File: src/rtl/output_divider_channel_pkg.sv
// constants for the output divider channel block
package output_divider_channel_pkg;

   // -------------------------------------------------------------
   // register offsets
   // -------------------------------------------------------------
   localparam logic [7:0] ADDR_SYNC_CONTROL       = 8'h14;
   localparam logic [7:0] ADDR_CH0_POWER_SYNC     = 8'h19;
   localparam logic [7:0] ADDR_CH0_SINGLE_ENDED   = 8'h1a;
   localparam logic [7:0] ADDR_CH1_DIVIDE_LOW     = 8'h1b;
   localparam logic [7:0] ADDR_CH1_DIVIDE_HIGH    = 8'h1c;
   localparam logic [7:0] ADDR_CH1_PHASE_LOW      = 8'h1d;
   localparam logic [7:0] ADDR_CH1_PHASE_HIGH     = 8'h1e;

   // -------------------------------------------------------------
   // reset values and writable masks
   // -------------------------------------------------------------
   localparam logic [7:0] RST_SYNC_CONTROL        = 8'h01;
   localparam logic [7:0] RST_CH0_POWER_SYNC      = 8'h14;
   localparam logic [7:0] RST_CH0_SINGLE_ENDED    = 8'h00;
   localparam logic [7:0] RST_CH1_BYTE            = 8'h00;
   localparam logic [7:0] MASK_SYNC_CONTROL       = 8'h01;
   localparam logic [7:0] MASK_CH0_POWER_SYNC     = 8'hfe;
   localparam logic [7:0] MASK_CH0_SINGLE_ENDED   = 8'hfc;
   localparam logic [7:0] MASK_FULL               = 8'hff;
   localparam logic [7:0] MASK_CH1_DIVIDE_HIGH    = 8'h03;
   localparam logic [7:0] MASK_CH1_PHASE_HIGH     = 8'h07;

   // -------------------------------------------------------------
   // field positions
   // -------------------------------------------------------------
   localparam int SYNC_BIT_POS          = 0;
   localparam int PWR_DOWN_POS          = 7;
   localparam int ALIGN_EXCL_POS        = 6;
   localparam int DIFF_POL_LSB          = 4;
   localparam int DIFF_FMT_LSB          = 1;
   localparam int POS_EN_POS            = 7;
   localparam int POS_POL_LSB           = 5;
   localparam int NEG_EN_POS            = 4;
   localparam int NEG_POL_LSB           = 2;
   localparam int DIVIDE_WIDTH          = 10;
   localparam int PHASE_WIDTH           = 11;

   // -------------------------------------------------------------
   // encodings
   // -------------------------------------------------------------
   localparam logic [1:0] POL_FORCE_HIGH  = 2'h0;
   localparam logic [1:0] POL_NONINVERT   = 2'h1;
   localparam logic [1:0] POL_INVERT      = 2'h2;
   localparam logic [1:0] POL_FORCE_LOW   = 2'h3;
   localparam logic [2:0] FMT_LVDS_HALF   = 3'h0;
   localparam logic [2:0] FMT_LVDS_3Q     = 3'h1;
   localparam logic [2:0] FMT_LVDS_FULL   = 3'h2;
   localparam logic [2:0] FMT_LVDS_125    = 3'h3;
   localparam logic [2:0] FMT_HSTL        = 3'h4;
   localparam logic [2:0] FMT_HSTL_BOOST  = 3'h5;
   localparam logic [2:0] FMT_HIGHZ_A     = 3'h6;
   localparam logic [2:0] FMT_HIGHZ_B     = 3'h7;

   typedef enum logic [1:0] {
      ST_OFF   = 2'b00,
      ST_DELAY = 2'b01,
      ST_RUN   = 2'b11
   } divider_state_t;

endpackage : output_divider_channel_pkg

File: src/rtl/phase_divider.sv
// one clock divider with half-period phase offset
`timescale 1ns/1ps
module phase_divider (
   input  wire logic                                          i_clk,
   input  wire logic                                          i_rst_b,
   input  wire logic                                          i_power_down,
   input  wire logic                                          i_align,
   input  wire logic [output_divider_channel_pkg::DIVIDE_WIDTH-1:0] i_ratio,
   input  wire logic [output_divider_channel_pkg::PHASE_WIDTH-1:0]  i_phase,
   output logic                                               o_clk
);
   import output_divider_channel_pkg::*;

   divider_state_t            state_reg,  state_next;
   logic [DIVIDE_WIDTH-1:0]   ratio_reg,  ratio_next;
   logic [PHASE_WIDTH-1:0]    phase_reg,  phase_next;
   logic [DIVIDE_WIDTH-1:0]   count_reg,  count_next;
   logic                      loaded_reg, loaded_next;
   logic                      div_reg,    div_next;
   logic                      half_reg;
   logic                      stage_clk;

   // -------------------------------------------------------------
   // next state
   // -------------------------------------------------------------
   always_comb begin
      state_next  = state_reg;
      ratio_next  = ratio_reg;
      phase_next  = phase_reg;
      count_next  = count_reg;
      loaded_next = 1'b1;
      div_next    = div_reg;
      // new ratio and phase are taken at an alignment and on the first cycle after reset
      if (!loaded_reg || i_align) begin
         ratio_next = i_ratio;
         phase_next = i_phase;
         count_next = {1'b0, i_phase[PHASE_WIDTH-1:2]};
         state_next = (i_phase[PHASE_WIDTH-1:1] == '0) ? ST_RUN : ST_DELAY;
         div_next   = 1'b0;
         if (i_phase[PHASE_WIDTH-1:1] == '0) begin
            count_next = '0;
         end else begin
            count_next = i_phase[DIVIDE_WIDTH:1] - 10'h001;
         end
      end else begin
         case (state_reg)
            ST_OFF: begin
               state_next = ST_RUN;
               count_next = '0;
            end
            ST_DELAY: begin
               // whole input periods of delay, count down to zero
               if (count_reg == '0) begin
                  state_next = ST_RUN;
               end else begin
                  count_next = count_reg - 10'h001;
               end
            end
            ST_RUN: begin
               // high for the first half of ratio+1 periods
               count_next = (count_reg >= ratio_reg) ? '0
                            : count_reg + 10'h001;
               div_next   = (count_next < ratio_reg[DIVIDE_WIDTH-1:1]
                             + {9'h000, ratio_reg[0]});
            end
            default: begin
               state_next = ST_RUN;
               count_next = '0;
            end
         endcase
      end
      if (i_power_down) begin
         state_next = ST_OFF;
         div_next   = 1'b0;
         count_next = '0;
      end
   end

   always_ff @(posedge i_clk or negedge i_rst_b) begin
      if (!i_rst_b) begin
         state_reg  <= ST_OFF;
         ratio_reg  <= '0;
         phase_reg  <= '0;
         count_reg  <= '0;
         loaded_reg <= 1'b0;
         div_reg    <= 1'b0;
      end else begin
         state_reg  <= state_next;
         ratio_reg  <= ratio_next;
         phase_reg  <= phase_next;
         count_reg  <= count_next;
         loaded_reg <= loaded_next;
         div_reg    <= div_next;
      end
   end

   // -------------------------------------------------------------
   // half-period step on the falling edge
   // -------------------------------------------------------------
   always_ff @(negedge i_clk or negedge i_rst_b) begin
      if (!i_rst_b) begin
         half_reg <= 1'b0;
      end else begin
         half_reg <= (ratio_reg == '0) ? (state_reg == ST_RUN) : div_reg;
      end
   end

   // divide by one passes the input clock once running
   always_comb begin
      if (state_reg != ST_RUN && !(phase_reg[0] && half_reg)) begin
         stage_clk = 1'b0;
      end else if (ratio_reg == '0) begin
         // odd phase: the inverted input clock, gated on half a period late
         stage_clk = phase_reg[0] ? (half_reg & ~i_clk) : i_clk;
      end else begin
         stage_clk = phase_reg[0] ? half_reg : div_reg;
      end
      o_clk = stage_clk;
   end

endmodule : phase_divider

File: src/rtl/output_divider_channel.sv
// register set and output stage of clock channels 0 and 1
//
// Behaviour
// - setting bit 7 of the channel0 control register powers down its divider.
// - bit 6 clear lets channel0 take part in alignment, set excludes it.
// - bits 5:4 pick differential polarity: high, normal, inverted, low.
// - bits 3:1 pick the differential format, lvds levels, hstl or high-z.
// - bit 7 of the single-ended register enables the positive leg driver.
// - bits 6:5 pick positive leg polarity with the same four codes.
// - bit 4 of the single-ended register enables the negative leg driver.
// - bits 3:2 pick negative leg polarity with the same four codes.
// - the 10-bit channel1 divide value spans 0x1b and bits 1:0 of 0x1c.
// - channel1 divides the input clock by the divide value plus one.
// - the 11-bit channel1 phase spans 0x1d and bits 2:0 of 0x1e.
// - channel1 is delayed by the phase value in half input periods.
// - clearing the active-low sync bit aligns all unexcluded dividers.
`timescale 1ns/1ps
module output_divider_channel (
   input  wire logic                                  i_clk,
   input  wire logic                                  i_rst_b,
   input  wire logic [7:0]                            i_reg_addr,
   input  wire logic                                  i_reg_wr,
   input  wire logic [7:0]                            i_reg_wdata,
   output logic      [7:0]                            o_reg_rdata,
   input  wire logic [output_divider_channel_pkg::DIVIDE_WIDTH-1:0]
                                                      i_channel0_divide_value,
   input  wire logic [output_divider_channel_pkg::PHASE_WIDTH-1:0]
                                                      i_channel0_phase_offset,
   output logic                                       o_channel0_diff,
   output logic                                       o_channel0_diff_oe,
   output logic      [2:0]                            o_diff_driver_format,
   output logic                                       o_channel0_pos_leg,
   output logic                                       o_channel0_pos_leg_oe,
   output logic                                       o_channel0_neg_leg,
   output logic                                       o_channel0_neg_leg_oe,
   output logic                                       o_channel1_clk
);
   import output_divider_channel_pkg::*;

   logic [7:0] sync_ctrl_reg,  sync_ctrl_next;
   logic [7:0] ch0_ctrl_reg,   ch0_ctrl_next;
   logic [7:0] ch0_se_reg,     ch0_se_next;
   logic [7:0] div_low_reg,    div_low_next;
   logic [7:0] div_high_reg,   div_high_next;
   logic [7:0] ph_low_reg,     ph_low_next;
   logic [7:0] ph_high_reg,    ph_high_next;
   logic [7:0] rdata_reg,      rdata_next;
   logic       align_reg,      align_next;

   logic                    divider_power_down;
   logic                    align_exclude;
   logic [1:0]              diff_driver_polarity;
   logic                    pos_single_ended_enable;
   logic [1:0]              pos_single_ended_polarity;
   logic                    neg_single_ended_enable;
   logic [1:0]              neg_single_ended_polarity;
   logic [DIVIDE_WIDTH-1:0] channel1_divide_value;
   logic [PHASE_WIDTH-1:0]  channel1_phase_offset;
   logic                    ch0_clk;

   // -------------------------------------------------------------
   // helpers
   // -------------------------------------------------------------
   function automatic logic apply_polarity(input logic [1:0] code,
                                           input logic       clk);
      case (code)
         POL_FORCE_HIGH: apply_polarity = 1'b1;
         POL_NONINVERT:  apply_polarity = clk;
         POL_INVERT:     apply_polarity = ~clk;
         POL_FORCE_LOW:  apply_polarity = 1'b0;
         default:        apply_polarity = 1'b0;
      endcase
   endfunction : apply_polarity

   function automatic logic [7:0] write_byte(input logic [7:0] addr,
                                             input logic [7:0] match,
                                             input logic [7:0] mask,
                                             input logic [7:0] data,
                                             input logic [7:0] old);
      write_byte = (addr == match) ? (data & mask) : old;
   endfunction : write_byte

   // -------------------------------------------------------------
   // register file
   // -------------------------------------------------------------
   always_comb begin
      sync_ctrl_next = sync_ctrl_reg;
      ch0_ctrl_next  = ch0_ctrl_reg;
      ch0_se_next    = ch0_se_reg;
      div_low_next   = div_low_reg;
      div_high_next  = div_high_reg;
      ph_low_next    = ph_low_reg;
      ph_high_next   = ph_high_reg;
      if (i_reg_wr) begin
         // reserved bits are dropped on write
         sync_ctrl_next = write_byte(i_reg_addr, ADDR_SYNC_CONTROL,
            MASK_SYNC_CONTROL, i_reg_wdata, sync_ctrl_reg);
         ch0_ctrl_next  = write_byte(i_reg_addr, ADDR_CH0_POWER_SYNC,
            MASK_CH0_POWER_SYNC, i_reg_wdata, ch0_ctrl_reg);
         ch0_se_next    = write_byte(i_reg_addr, ADDR_CH0_SINGLE_ENDED,
            MASK_CH0_SINGLE_ENDED, i_reg_wdata, ch0_se_reg);
         div_low_next   = write_byte(i_reg_addr, ADDR_CH1_DIVIDE_LOW,
            MASK_FULL, i_reg_wdata, div_low_reg);
         div_high_next  = write_byte(i_reg_addr, ADDR_CH1_DIVIDE_HIGH,
            MASK_CH1_DIVIDE_HIGH, i_reg_wdata, div_high_reg);
         ph_low_next    = write_byte(i_reg_addr, ADDR_CH1_PHASE_LOW,
            MASK_FULL, i_reg_wdata, ph_low_reg);
         ph_high_next   = write_byte(i_reg_addr, ADDR_CH1_PHASE_HIGH,
            MASK_CH1_PHASE_HIGH, i_reg_wdata, ph_high_reg);
      end
      // a one-to-zero change of the sync bit starts an alignment
      align_next = sync_ctrl_reg[SYNC_BIT_POS]
                   && !sync_ctrl_next[SYNC_BIT_POS];
      case (i_reg_addr)
         ADDR_SYNC_CONTROL:     rdata_next = sync_ctrl_reg;
         ADDR_CH0_POWER_SYNC:   rdata_next = ch0_ctrl_reg;
         ADDR_CH0_SINGLE_ENDED: rdata_next = ch0_se_reg;
         ADDR_CH1_DIVIDE_LOW:   rdata_next = div_low_reg;
         ADDR_CH1_DIVIDE_HIGH:  rdata_next = div_high_reg;
         ADDR_CH1_PHASE_LOW:    rdata_next = ph_low_reg;
         ADDR_CH1_PHASE_HIGH:   rdata_next = ph_high_reg;
         default:               rdata_next = 8'h00;
      endcase
   end

   always_ff @(posedge i_clk or negedge i_rst_b) begin
      if (!i_rst_b) begin
         sync_ctrl_reg <= RST_SYNC_CONTROL;
         ch0_ctrl_reg  <= RST_CH0_POWER_SYNC;
         ch0_se_reg    <= RST_CH0_SINGLE_ENDED;
         div_low_reg   <= RST_CH1_BYTE;
         div_high_reg  <= RST_CH1_BYTE;
         ph_low_reg    <= RST_CH1_BYTE;
         ph_high_reg   <= RST_CH1_BYTE;
         rdata_reg     <= 8'h00;
         align_reg     <= 1'b0;
      end else begin
         sync_ctrl_reg <= sync_ctrl_next;
         ch0_ctrl_reg  <= ch0_ctrl_next;
         ch0_se_reg    <= ch0_se_next;
         div_low_reg   <= div_low_next;
         div_high_reg  <= div_high_next;
         ph_low_reg    <= ph_low_next;
         ph_high_reg   <= ph_high_next;
         rdata_reg     <= rdata_next;
         align_reg     <= align_next;
      end
   end

   assign o_reg_rdata = rdata_reg;

   // -------------------------------------------------------------
   // field decode
   // -------------------------------------------------------------
   assign divider_power_down        = ch0_ctrl_reg[PWR_DOWN_POS];
   assign align_exclude             = ch0_ctrl_reg[ALIGN_EXCL_POS];
   assign diff_driver_polarity      = ch0_ctrl_reg[DIFF_POL_LSB +: 2];
   assign o_diff_driver_format      = ch0_ctrl_reg[DIFF_FMT_LSB +: 3];
   assign pos_single_ended_enable   = ch0_se_reg[POS_EN_POS];
   assign pos_single_ended_polarity = ch0_se_reg[POS_POL_LSB +: 2];
   assign neg_single_ended_enable   = ch0_se_reg[NEG_EN_POS];
   assign neg_single_ended_polarity = ch0_se_reg[NEG_POL_LSB +: 2];
   assign channel1_divide_value = {div_high_reg[1:0], div_low_reg};
   assign channel1_phase_offset = {ph_high_reg[2:0], ph_low_reg};

   // -------------------------------------------------------------
   // dividers
   // -------------------------------------------------------------
   phase_divider u_channel0_divider (
      .i_clk        (i_clk),
      .i_rst_b      (i_rst_b),
      .i_power_down (divider_power_down),
      .i_align      (align_reg && !align_exclude),
      .i_ratio      (i_channel0_divide_value),
      .i_phase      (i_channel0_phase_offset),
      .o_clk        (ch0_clk)
   );

   phase_divider u_channel1_divider (
      .i_clk        (i_clk),
      .i_rst_b      (i_rst_b),
      .i_power_down (1'b0),
      .i_align      (align_reg),
      .i_ratio      (channel1_divide_value),
      .i_phase      (channel1_phase_offset),
      .o_clk        (o_channel1_clk)
   );

   // -------------------------------------------------------------
   // channel0 drivers
   // -------------------------------------------------------------
   always_comb begin
      o_channel0_diff       = apply_polarity(diff_driver_polarity,
                                             ch0_clk);
      o_channel0_diff_oe    = (o_diff_driver_format != FMT_HIGHZ_A)
                              && (o_diff_driver_format != FMT_HIGHZ_B)
                              && !divider_power_down;
      o_channel0_pos_leg    = apply_polarity(pos_single_ended_polarity,
                                             ch0_clk);
      o_channel0_pos_leg_oe = pos_single_ended_enable;
      o_channel0_neg_leg    = apply_polarity(neg_single_ended_polarity,
                                             ch0_clk);
      o_channel0_neg_leg_oe = neg_single_ended_enable;
   end

endmodule : output_divider_channel

File: config.mk
export PLATFORM = sky130hd
export DESIGN_NAME = output_divider_channel
export DESIGN_NICKNAME = d
export VERILOG_FILES = /design/src/rtl/output_divider_channel_pkg.sv /design/src/rtl/phase_divider.sv /design/src/rtl/output_divider_channel.sv
export SDC_FILE = /design/constraint.sdc
export NUM_CORES = 1
export LEC_CHECK = 0
export BUFFER_PORTS_ARGS = -buffer_cell sky130_fd_sc_hd__buf_2
export CAP_MARGIN = 20
export CORE_MARGIN = 10
export CORE_UTILIZATION = 47
export CTS_BUF_LIST = sky130_fd_sc_hd__clkbuf_2 sky130_fd_sc_hd__clkbuf_4 sky130_fd_sc_hd__clkbuf_8
export DETAILED_ROUTE_END_ITERATION = 10
export PLACE_DENSITY = 0.68
export SYNTH_ARGS = -nofsm -noshare
export SYNTH_HDL_FRONTEND = slang
export SYNTH_SLANG_ARGS = --single-unit
File: constraint.sdc
create_clock -name i_clk -period 7.7 [get_ports i_clk]
set_clock_uncertainty 0.05 [all_clocks]
set_input_delay 0.385 -clock i_clk [delete_from_list [all_inputs] [get_ports i_clk]]
set_output_delay 0.385 -clock i_clk [all_outputs]
set_load 0.01 [all_outputs]
==> results of run 1 <==
## worst max-delay path, cell delays in order (launching register included)
cell	delay (ns)
dfrtn_1	0.33
o211ai_1	0.14
o31a_1	0.21
clkbuf_8	0.13
clkbuf_8	0.12
mux2i_1	0.20
buf_2	0.16
## path summary, 6_finish.rpt
kind,start,cells after the start,end
hold / removal,i_channel0_divide_value[8],3,u_channel0_divider.ratio_reg[8]
max in group asynchronous,i_rst_b,2,u_channel1_divider.half_reg
min in group asynchronous,i_rst_b,2,u_channel0_divider.count_reg[9]
setup reg to reg,u_channel0_divider.ratio_reg[2],4,u_channel0_divider.half_reg
setup / recovery,u_channel0_divider.half_reg,6,o_channel0_neg_leg
hold reg to reg,u_channel1_divider.phase_reg[0],2,u_channel1_divider.phase_reg[0]
## kinds of logic after synthesis
kind of cell               Yosys count
and+or+nand+nor                    254
AOI/OAI and AO/OA                  118
DFF                                 95
buffers and inverters               79
xor gates and xnor gates            58
adders and majority gates           52
muxes                               52
other                                1
## cell usage after synthesis (10+ instances only)
| library cell | n |
|---|---|
| nor4_1 | 10 |
| mux2_2 | 33 |
| o21ai_0 | 24 |
| nand4_1 | 18 |
| nor3_1 | 20 |
| or4_1 | 12 |
| mux2i_1 | 15 |
| a21oi_1 | 32 |
| xor2_1 | 17 |
| a22oi_1 | 12 |
| nand3_1 | 34 |
| nor2_1 | 54 |
| clkbuf_1 | 23 |
| ha_1 | 52 |
| dfrtp_1 | 90 |
| xnor2_1 | 41 |
| nand2_1 | 55 |
| inv_1 | 44 |
## per-layer routing
layer  vias to the layer above  global-route usage (%)  wire length, um
met5                         -                       0                0
met2                       179                   27.79             7797
met1                      2675                   22.83             7928
met3                        43                   5.205             1059
met4                         0                   10.04              496
li1                       2645                       -                -
## metrics by stage
step	std cells	instance area [um^2]	util (%)	total power, mW	hold slack (ns)
floorplan	710	6595	-	1.103	0.03941
global placement	916	6983	50.50	1.247	0.4095
detailed placement	916	6983	50.50	1.267	0.4086
CTS	946	7336	53.05	1.724	0.04142
global route	946	7336	53.05	1.842	0.04569
finish	946	7336	53.05	1.716	0.05489
## cells in the final DEF, fill, tap and decap left out, types with 10 or more instances in the layout
cell      instances
nor2_1           54
nand4_1          18
clkbuf_8         20
a22oi_1          12
nor4_1           10
buf_2            56
o21ai_0          24
xor2_1           17
or4_1            12
inv_1            46
a21oi_1          32
nor3_1           20
mux2_2           33
mux2i_1          15
ha_1             52
nand2_1          55
nand3_1          34
dfrtp_1          90
xnor2_1          41
## layout make-up
| type | count | area [um^2] | share of cell area (%) |
|---|---|---|---|
| Clock inverter | 10 | 71.32 | 0.9722 |
| Sequential cell | 95 | 2381 | 32.46 |
| Multi-Input combinational cell | 536 | 3897 | 53.13 |
| Timing Repair Buffer | 57 | 300.3 | 4.093 |
| Clock buffer | 24 | 295.3 | 4.025 |
| Tap cell | 180 | 225.2 | 3.070 |
| Inverter | 44 | 165.2 | 2.251 |
## power groups by stage
stage / logic (mW) / registers, mW / clock network, mW
3_3_place_gp: 0.576 / 0.652 / 0.0198
5_1_grt: 0.679 / 0.656 / 0.507
2_1_floorplan: 0.484 / 0.603 / 0.0167
4_1_cts: 0.600 / 0.644 / 0.480
3_5_place_dp: 0.593 / 0.654 / 0.0198
6_report: 0.603 / 0.646 / 0.467
==> run summary, run 1 <==
Status - completed
Cts hold-fix bufs - 1
Clock power frac - 27.2%
Row Count - 43
DRT Pass-1 Iters - 5
Die footprint - 19160 um^2
Residual DRC - 0
Initial antenna violation count - 0
Starting Density - 47.67%
Setup slack after layout - 1.634 ns
Top area cells in the synthesized netlist - dfrtp_1, ha_1, mux2_2, xnor2_1, nand2_1
Vias - 5542
Post-Synth Adder-Cell Area - 9.871%
Library cells used by synthesis - 70
DR WL/cell - 18.27 um
Die height - 138.4 um
Area leader, netlist - dfrtp_1
Synth Flop Type - dfrtp_1
DPL Wire Length - 13.19 mm
Sw Ratio - 39.70%
Area fraction of the dominant cell type after synthesis - 34.17%
# fillers - 1259
Worst Path Required - 7.26 ns
First-pass GRT wire length - 28.83 mm
Crit-path max FO - 2
R2r setup slk - 2.36 ns
Fin. max-slew vios - 0
#FFs+latches synth - 95
Net Sw Power - 681.3 uW
Ant diodes - 0
Cells after Synth - 709
Vias per cell - 5.858
Seq pwr share - 37.7%
Kind of critical path - flip-flop to output pin
Number of synthesized flops with an enable pin - 0
CP endpoint kind - output pin
Post-synthesis compound-gate area fraction - 12.30%
Simple-gate area share of the yosys netlist - 20.54%
Worst-Margin Slew - 0.9581 ns
GRT Total Usage - 18.27%
Pint - 1.035 mW
Syn Std Cell Area - 6591 um^2
Xor and xnor area share after synthesis - 7.707%
Worst VDD drop - 0.1277 mV
Reg clk slew, reported paths - 0.10 ns
Worst skew pair latency - 0.49 ns
Yosys warnings - 0
Async set-reset flop share out of synthesis - 100.0%
Vias in the first global route - 5669
RSZ-0062 raised after global routing - false
Layout cells sized above 1 - 17.89%
Final TNS setup - 0 ns
Grt total ovfl - 0
Setup WS pre-CTS - 2.383 ns
Final ANT Viol Nets - 0
Nets - 852
Power Dens Cells - 233.9 nW/um^2
# resized after CTS - 0
PortBufs - 57
Largest net degree at the start of global routing - 52
Die Wd - 138.4 um
Startpoint types - flip-flop
Final setup viols - 0
Layout area overhead - 11.29%
TritonCTS clock tree - yes
Syn Area/Cell - 9.297 um^2
Sequential share of the synthesized area - 36.12%
Final Hold Vio Count - 0
Min-delay worst type - input pin to flip-flop
Mux contribution to synthesized area - 8.599%
Largest family of logic cells by synthesized area - simple AND/OR/NAND/NOR gates
Leakage power - 3.411 nW
Core area - 13830 um^2
Max-cap violations - 0
Comb power frac - 35.1%
Placer Congestion - 0.8912
Relative slew slack - 36.13%
Post-Route WL - 17.28 mm
Starting DRT DRC Count - 483
Setup Buffers After CTS - 0
IO Count - 58
Worst Path Arrival - 5.63 ns
No activity file was read; power rests on OpenSTA's default activity.
==> run 2, diff against run 1 <==
==> constraint.sdc (replaced) <==
create_clock -name i_clk -period 5.7 [get_ports i_clk]
set_clock_uncertainty 0.05 [all_clocks]
set_input_delay 0.285 -clock i_clk [delete_from_list [all_inputs] [get_ports i_clk]]
set_output_delay 0.285 -clock i_clk [all_outputs]
set_load 0.01 [all_outputs]
==> run 2 against run 1 <==
Non-clock buffer count rose by 10. Sequential power grew 35%. Global-route usage shrank 0.25 points. Critical endpoint unchanged. Largest power group unchanged. Critical path type unchanged. Total power rose by 38%. Final area up 1.7%. Die area unchanged. Sequential share of layout area shrank 0.53 points. Highest routed layer unchanged. First-iteration DRC count is 21% lower.
==> run summary, run 2 (synthesis results as in run 1) <==
Initial antenna violation count - 0
Crit path largest cell delay - 0.34 ns
Hold Slack - 0.02211 ns
Die footprint - 19160 um^2
Final Hold Vio Count - 0
Status - completed
Worst Path Required - 5.37 ns
Setup crit end - o_channel0_neg_leg
Layout area overhead - 13.15%
RSZ-0062 raised after global routing - false
Vias in the first global route - 5694
Residual DRC - 0
Worst r2r path cells - 4
Sw Ratio - 38.95%
Power Dens Cells - 317.4 nW/um^2
Kind of critical path - flip-flop to output pin
Comb power frac - 34.7%
Seq pwr share - 36.9%
CP Buf/Inv Count - 3
Nets - 862
DPL Wire Length - 13.05 mm
Relative slew slack - 35.32%
Critical path's most frequent cell - clkbuf_8
Most frequent cells in the layout - dfrtp_1, buf_2, nand2_1
Most common cell after layout, fill and taps aside - dfrtp_1
DR WL/cell - 18.21 um
Die height - 138.4 um
Worst skew pair latency - 0.49 ns
Row Count - 43
Placed Area - 6983 um^2
GRT Total Usage - 18.02%
Worst VDD drop - 0.1380 mV
Layout cells sized above 1 - 17.65%
Leakage power - 3.466 nW
Reg clk slew, reported paths - 0.10 ns
Crit-path max FO - 2
Final TNS setup - 0 ns
Clock power frac - 28.4%
Starting DRT DRC Count - 382
Grt total ovfl - 0
Crit-path cells - o211ai_1 -> o31a_1 -> clkbuf_8 -> clkbuf_8 -> mux2i_1 -> buf_2
CP endpoint kind - output pin
Largest net degree at the start of global routing - 56
TritonCTS clock tree - yes
First-pass GRT wire length - 28.58 mm
CP delay by family, top - buffers and inverters
# fillers - 1235
Final ANT Viol Nets - 0
Vias - 5549
Post-Route WL - 17.41 mm
Worst-Margin Slew - 0.9702 ns
Placer Congestion - 0.9136
Fin. max-slew vios - 0
RR Startpoint - u_channel0_divider.ratio_reg[2]
CP max-delay cell - dfrtn_1
Post-route cell area - 7458 um^2
Ant diodes - 0
Crit path from - u_channel0_divider.half_reg
Flip-flop and latch area - 2381 um^2
PortBufs - 57
Crit. path cell count - 6
Area occupied by multi-input gates - 3897 um^2
Core area - 13830 um^2
Final setup viols - 0
Starting Density - 47.67%
Pint - 1.445 mW
Die Wd - 138.4 um
Vias per cell - 5.804
Worst reg2reg endpoint - u_channel0_divider.half_reg
Worst Path Arrival - 4.65 ns
Setup Buffers After CTS - 0
Net Sw Power - 922.1 uW
IO Count - 58
Min-delay worst type - input pin to flip-flop
DRT Pass-1 Iters - 6
Startpoint types - flip-flop
R2r setup slk - 1.34 ns
Max-cap violations - 0
## run 2: changes by cell type in the layout (fill, tap and decap cells not counted), sizes merged
cell         delta
dlygate4sd3    +10
clkinvlp        -1
bufinv          +1
## run 2: area by class of cell
type                       instances  area share (%)
clock buffer                      24           3.959
clock inverter                    10           1.258
inverter                          44           2.214
multi-input combinational        536           52.26
sequential                        95           31.92
tap                              180           3.020
timing repair buffer              67           5.368
## run 2: what timing repair did
item | 4_1_cts | 5_1_grt
endpoints found under the hold margin | 60 | 0
resized for setup | 0 | 0
hold buffers | 11 | 0
endpoints found under the setup margin | 0 | 0
## run 2: per-layer routing
layer | vias up | part of all wire [%] | global-route usage, %
met3 | 43 | 6.0 | 6.507
met5 | - | 0 | 0
met4 | 0 | 2.1 | 7.714
li1 | 2677 | - | -
met2 | 163 | 47 | 28.11
met1 | 2666 | 45 | 21.93
## run 2: power groups by stage
stage | clock [mW] | combinational, mW | sequential, mW
2_1_floorplan | 0.0226 | 0.653 | 0.814
3_3_place_gp | 0.0267 | 0.780 | 0.879
3_5_place_dp | 0.0267 | 0.803 | 0.883
4_1_cts | 0.689 | 0.821 | 0.871
5_1_grt | 0.724 | 0.932 | 0.888
6_report | 0.671 | 0.822 | 0.874
## run 2: worst min path at each step
stage / from / to / slack, ns / depth (start not counted)
final: i_reg_wdata[5] / div_low_reg[5] / 0.02 / 2
after global routing: i_reg_wdata[5] / div_low_reg[5] / 0.009 / 2
after CTS: i_reg_wdata[5] / div_low_reg[5] / 0.008 / 2
after detailed placement: i_rst_b / u_channel0_divider.count_reg[7] / 0.33 / 1
after global placement: i_rst_b / u_channel0_divider.count_reg[7] / 0.33 / 1
after floorplan: i_rst_b / align_reg / -0.06 / 0
## run 2: per-stage QoR
step | total power [mW] | cells | worst slack (ns) | utilization, %
floorplan | 1.490 | 710 | 1.607 | -
global placement | 1.686 | 916 | 1.435 | 50.50
detailed placement | 1.713 | 916 | 1.389 | 50.50
CTS | 2.381 | 956 | 0.6775 | 53.94
global route | 2.544 | 956 | 0.5984 | 53.94
finish | 2.367 | 956 | 0.7115 | 53.94
## run 2: worst reg2reg max path: stages (launching register included)
cell	delay, ns
dfrtp_1	0.44
nor4_1	0.36
nand4_1	0.29
nand2_1	0.13
o21ai_0	0.08
==> run 3, diff against run 2 <==
--- a/config.mk
+++ b/config.mk
@@ -14,4 +14,5 @@
 export PLACE_DENSITY = 0.68
 export SYNTH_ARGS = -nofsm -noshare
 export SYNTH_HDL_FRONTEND = slang
+export SYNTH_HIERARCHICAL = 1
 export SYNTH_SLANG_ARGS = --single-unit
==> run 3 against run 2 <==
Register-to-register slack gained 0.08 ns. Die area grew 2.0%. Total power shrank 11%. Sequential share of layout area grew 0.42 points. Combinational power shrank 24%. Hold slack gained 0.016 ns. Largest power group unchanged.
==> run summary, run 3 <==
Worst skew pair latency - 0.39 ns
CP delay by family, top - buffers and inverters
Most common cell after layout, fill and taps aside - dfrtp_1
Nets - 849
Placed cell count - 914
Post-Route WL - 17.62 mm
Worst Path Arrival - 4.61 ns
Largest net degree at the start of global routing - 55
Sequential share of the synthesized area - 35.66%
DRT Pass-1 Iters - 5
Leakage power - 3.476 nW
DPL Wire Length - 13.50 mm
Most frequent cell after synthesis - dfrtp_1
Final std cells w/o fill - 943
Worst Path Required - 5.37 ns
Fin. max-slew vios - 0
Crit-path max FO - 9
TritonCTS clock tree - yes
DR WL/cell - 18.69 um
CP max-delay cell - clkbuf_8
Core area - 13990 um^2
Placer Congestion - 0.9070
Synth Flop Type - dfrtp_1
# fillers - 1282
Placed Area - 7083 um^2
Layout cells sized above 1 - 18.48%
Post-route cell area - 7440 um^2
Starting Density - 48.23%
Vias per cell - 5.941
Crit-path cells - clkbuf_8 -> clkbuf_8 -> clkbuf_8 -> clkbuf_8 -> clkbuf_8 -> inv_1 -> o211ai_1 -> o31ai_1 -> clkbuf_8 -> clkbuf_8 -> mux2i_1 -> buf_2
Syn Std Cell Area - 6746 um^2
Grt total ovfl - 0
Max-cap violations - 0
Power Dens Cells - 281.8 nW/um^2
Worst VDD drop - 0.1152 mV
Cells after Synth - 710
Yosys warnings - 6
Relative slew slack - 44.67%
Vias - 5602
Cts hold-fix bufs - 1
Startpoint types - clock port
Final setup viols - 0
Syn Area/Cell - 9.502 um^2
RSZ-0062 raised after global routing - false
Die height - 139.8 um
Residual DRC - 0
Number of synthesized flops with an enable pin - 0
Die footprint - 19550 um^2
Die Wd - 139.8 um
Row Count - 43
Async set-reset flop share out of synthesis - 100.0%
Critical path's most frequent cell - clkbuf_8
Final Hold Vio Count - 0
Setup Buffers After CTS - 0
PortBufs - 57
Library cells used by synthesis - 60
Initial antenna violation count - 0
Crit path largest cell delay - 0.25 ns
Ant diodes - 0
IO Count - 58
Vias in the first global route - 5752
Area occupied by multi-input gates - 3980 um^2
CP Buf/Inv Count - 9
Area leader, netlist - dfrtp_1
Starting DRT DRC Count - 339
Most frequent cells in the layout - dfrtp_1, buf_2, nand2_1, nor2_1, ha_1
Reg clk slew, reported paths - 0.12 ns
Hold Slack - 0.03790 ns
Top area cells in the synthesized netlist - dfrtp_1, ha_1, mux2_2, xnor2_1, nand2_1
Area fraction of the dominant cell type after synthesis - 33.75%
# resized after CTS - 0
First-pass GRT wire length - 28.52 mm
Mapped Nets - 802
Layout area overhead - 10.27%
Kind of critical path - clock port to output pin
#FFs+latches synth - 96
Final TNS setup - 0 ns
CP endpoint kind - output pin
Flip-flop and latch area - 2406 um^2
Post-synth top cells - dfrtp_1, nand2_1, nor2_1, ha_1, inv_1
Worst-Margin Slew - 0.8299 ns
Status - completed
Min-delay worst type - input pin to flip-flop
Final ANT Viol Nets - 0
GRT Total Usage - 17.72%
## run 3: cell types whose count changed in the layout (fill, tap and decap cells not counted), moves of 8 or more
cell,delta
a21oi_1,-10
xnor2_1,-9
or4_1,-8
dlygate4sd3_1,-10
## run 3: final cells by class
type / instances / area share [%]
clock buffer: 22 / 3.599
tap: 180 / 3.027
multi-input combinational: 533 / 53.50
inverter: 45 / 2.270
sequential: 96 / 32.34
timing repair buffer: 55 / 3.835
clock inverter: 12 / 1.430
## run 3: power breakdown
group / switching [mW] / internal [mW] / total [mW]
clock network: 0.342 / 0.296 / 0.638
registers: 0.0973 / 0.736 / 0.834
logic: 0.358 / 0.267 / 0.625
total: 0.797 / 1.30 / 2.10
## run 3: routing by layer
| layer | up-vias | GRT usage, % | part of all wire [%] |
|---|---|---|---|
| met4 | 0 | 9.837 | 3.5 |
| met5 | - | 0 | 0 |
| met2 | 182 | 27.89 | 47 |
| met1 | 2727 | 21.56 | 44 |
| met3 | 47 | 4.559 | 5.1 |
| li1 | 2646 | - | - |
## run 3: worst paths after layout
check | end | start | slack (ns) | cells past startpoint
worst max-delay path | o_channel0_neg_leg | i_clk | 0.76 | 12
max in group asynchronous | u_channel0_divider/half_reg | i_rst_b | 1.92 | 2
min in group asynchronous | u_channel0_divider/ratio_reg[2] | i_rst_b | 0.43 | 2
worst min register to register | u_channel1_divider/ratio_reg[6] | div_low_reg[6] | 0.48 | 2
worst max register to register | u_channel0_divider/half_reg | u_channel0_divider/ratio_reg[2] | 1.42 | 4
worst min-delay path | u_channel0_divider/phase_reg[0] | i_channel0_phase_offset[0] | 0.04 | 3
## run 3: cells by family (layout without fill, tap and decap cells)
kind of cell,after synthesis,count (layout),share of synthesized area (%)
AO/OA/AOI/OAI,130,130,13.54
buffers and inverters,81,134,5.341
XOR/XNOR,54,54,7.010
AND/OR/NAND/NOR,238,238,19.23
adder cells (fa/ha/maj),52,52,9.644
flip-flops,96,96,35.66
other,3,3,0.1669
multiplexers,56,56,9.403
## run 3: worst min-delay path: cells and delay by family
family	cells	cell delay [ns]
AND/OR/NAND/NOR	2	0.10
buffers and inverters	1	0.07
## run 3: metrics by stage
step / setup slack [ns] / util (%) / power, mW
3_5_place_dp: 1.481 / 50.64 / 1.486
2_1_floorplan: 1.592 / - / 1.324
3_3_place_gp: 1.501 / 50.64 / 1.465
4_1_cts: 0.6760 / 53.18 / 2.111
5_1_grt: 0.5795 / 53.18 / 2.232
6_report: 0.7567 / 53.18 / 2.096
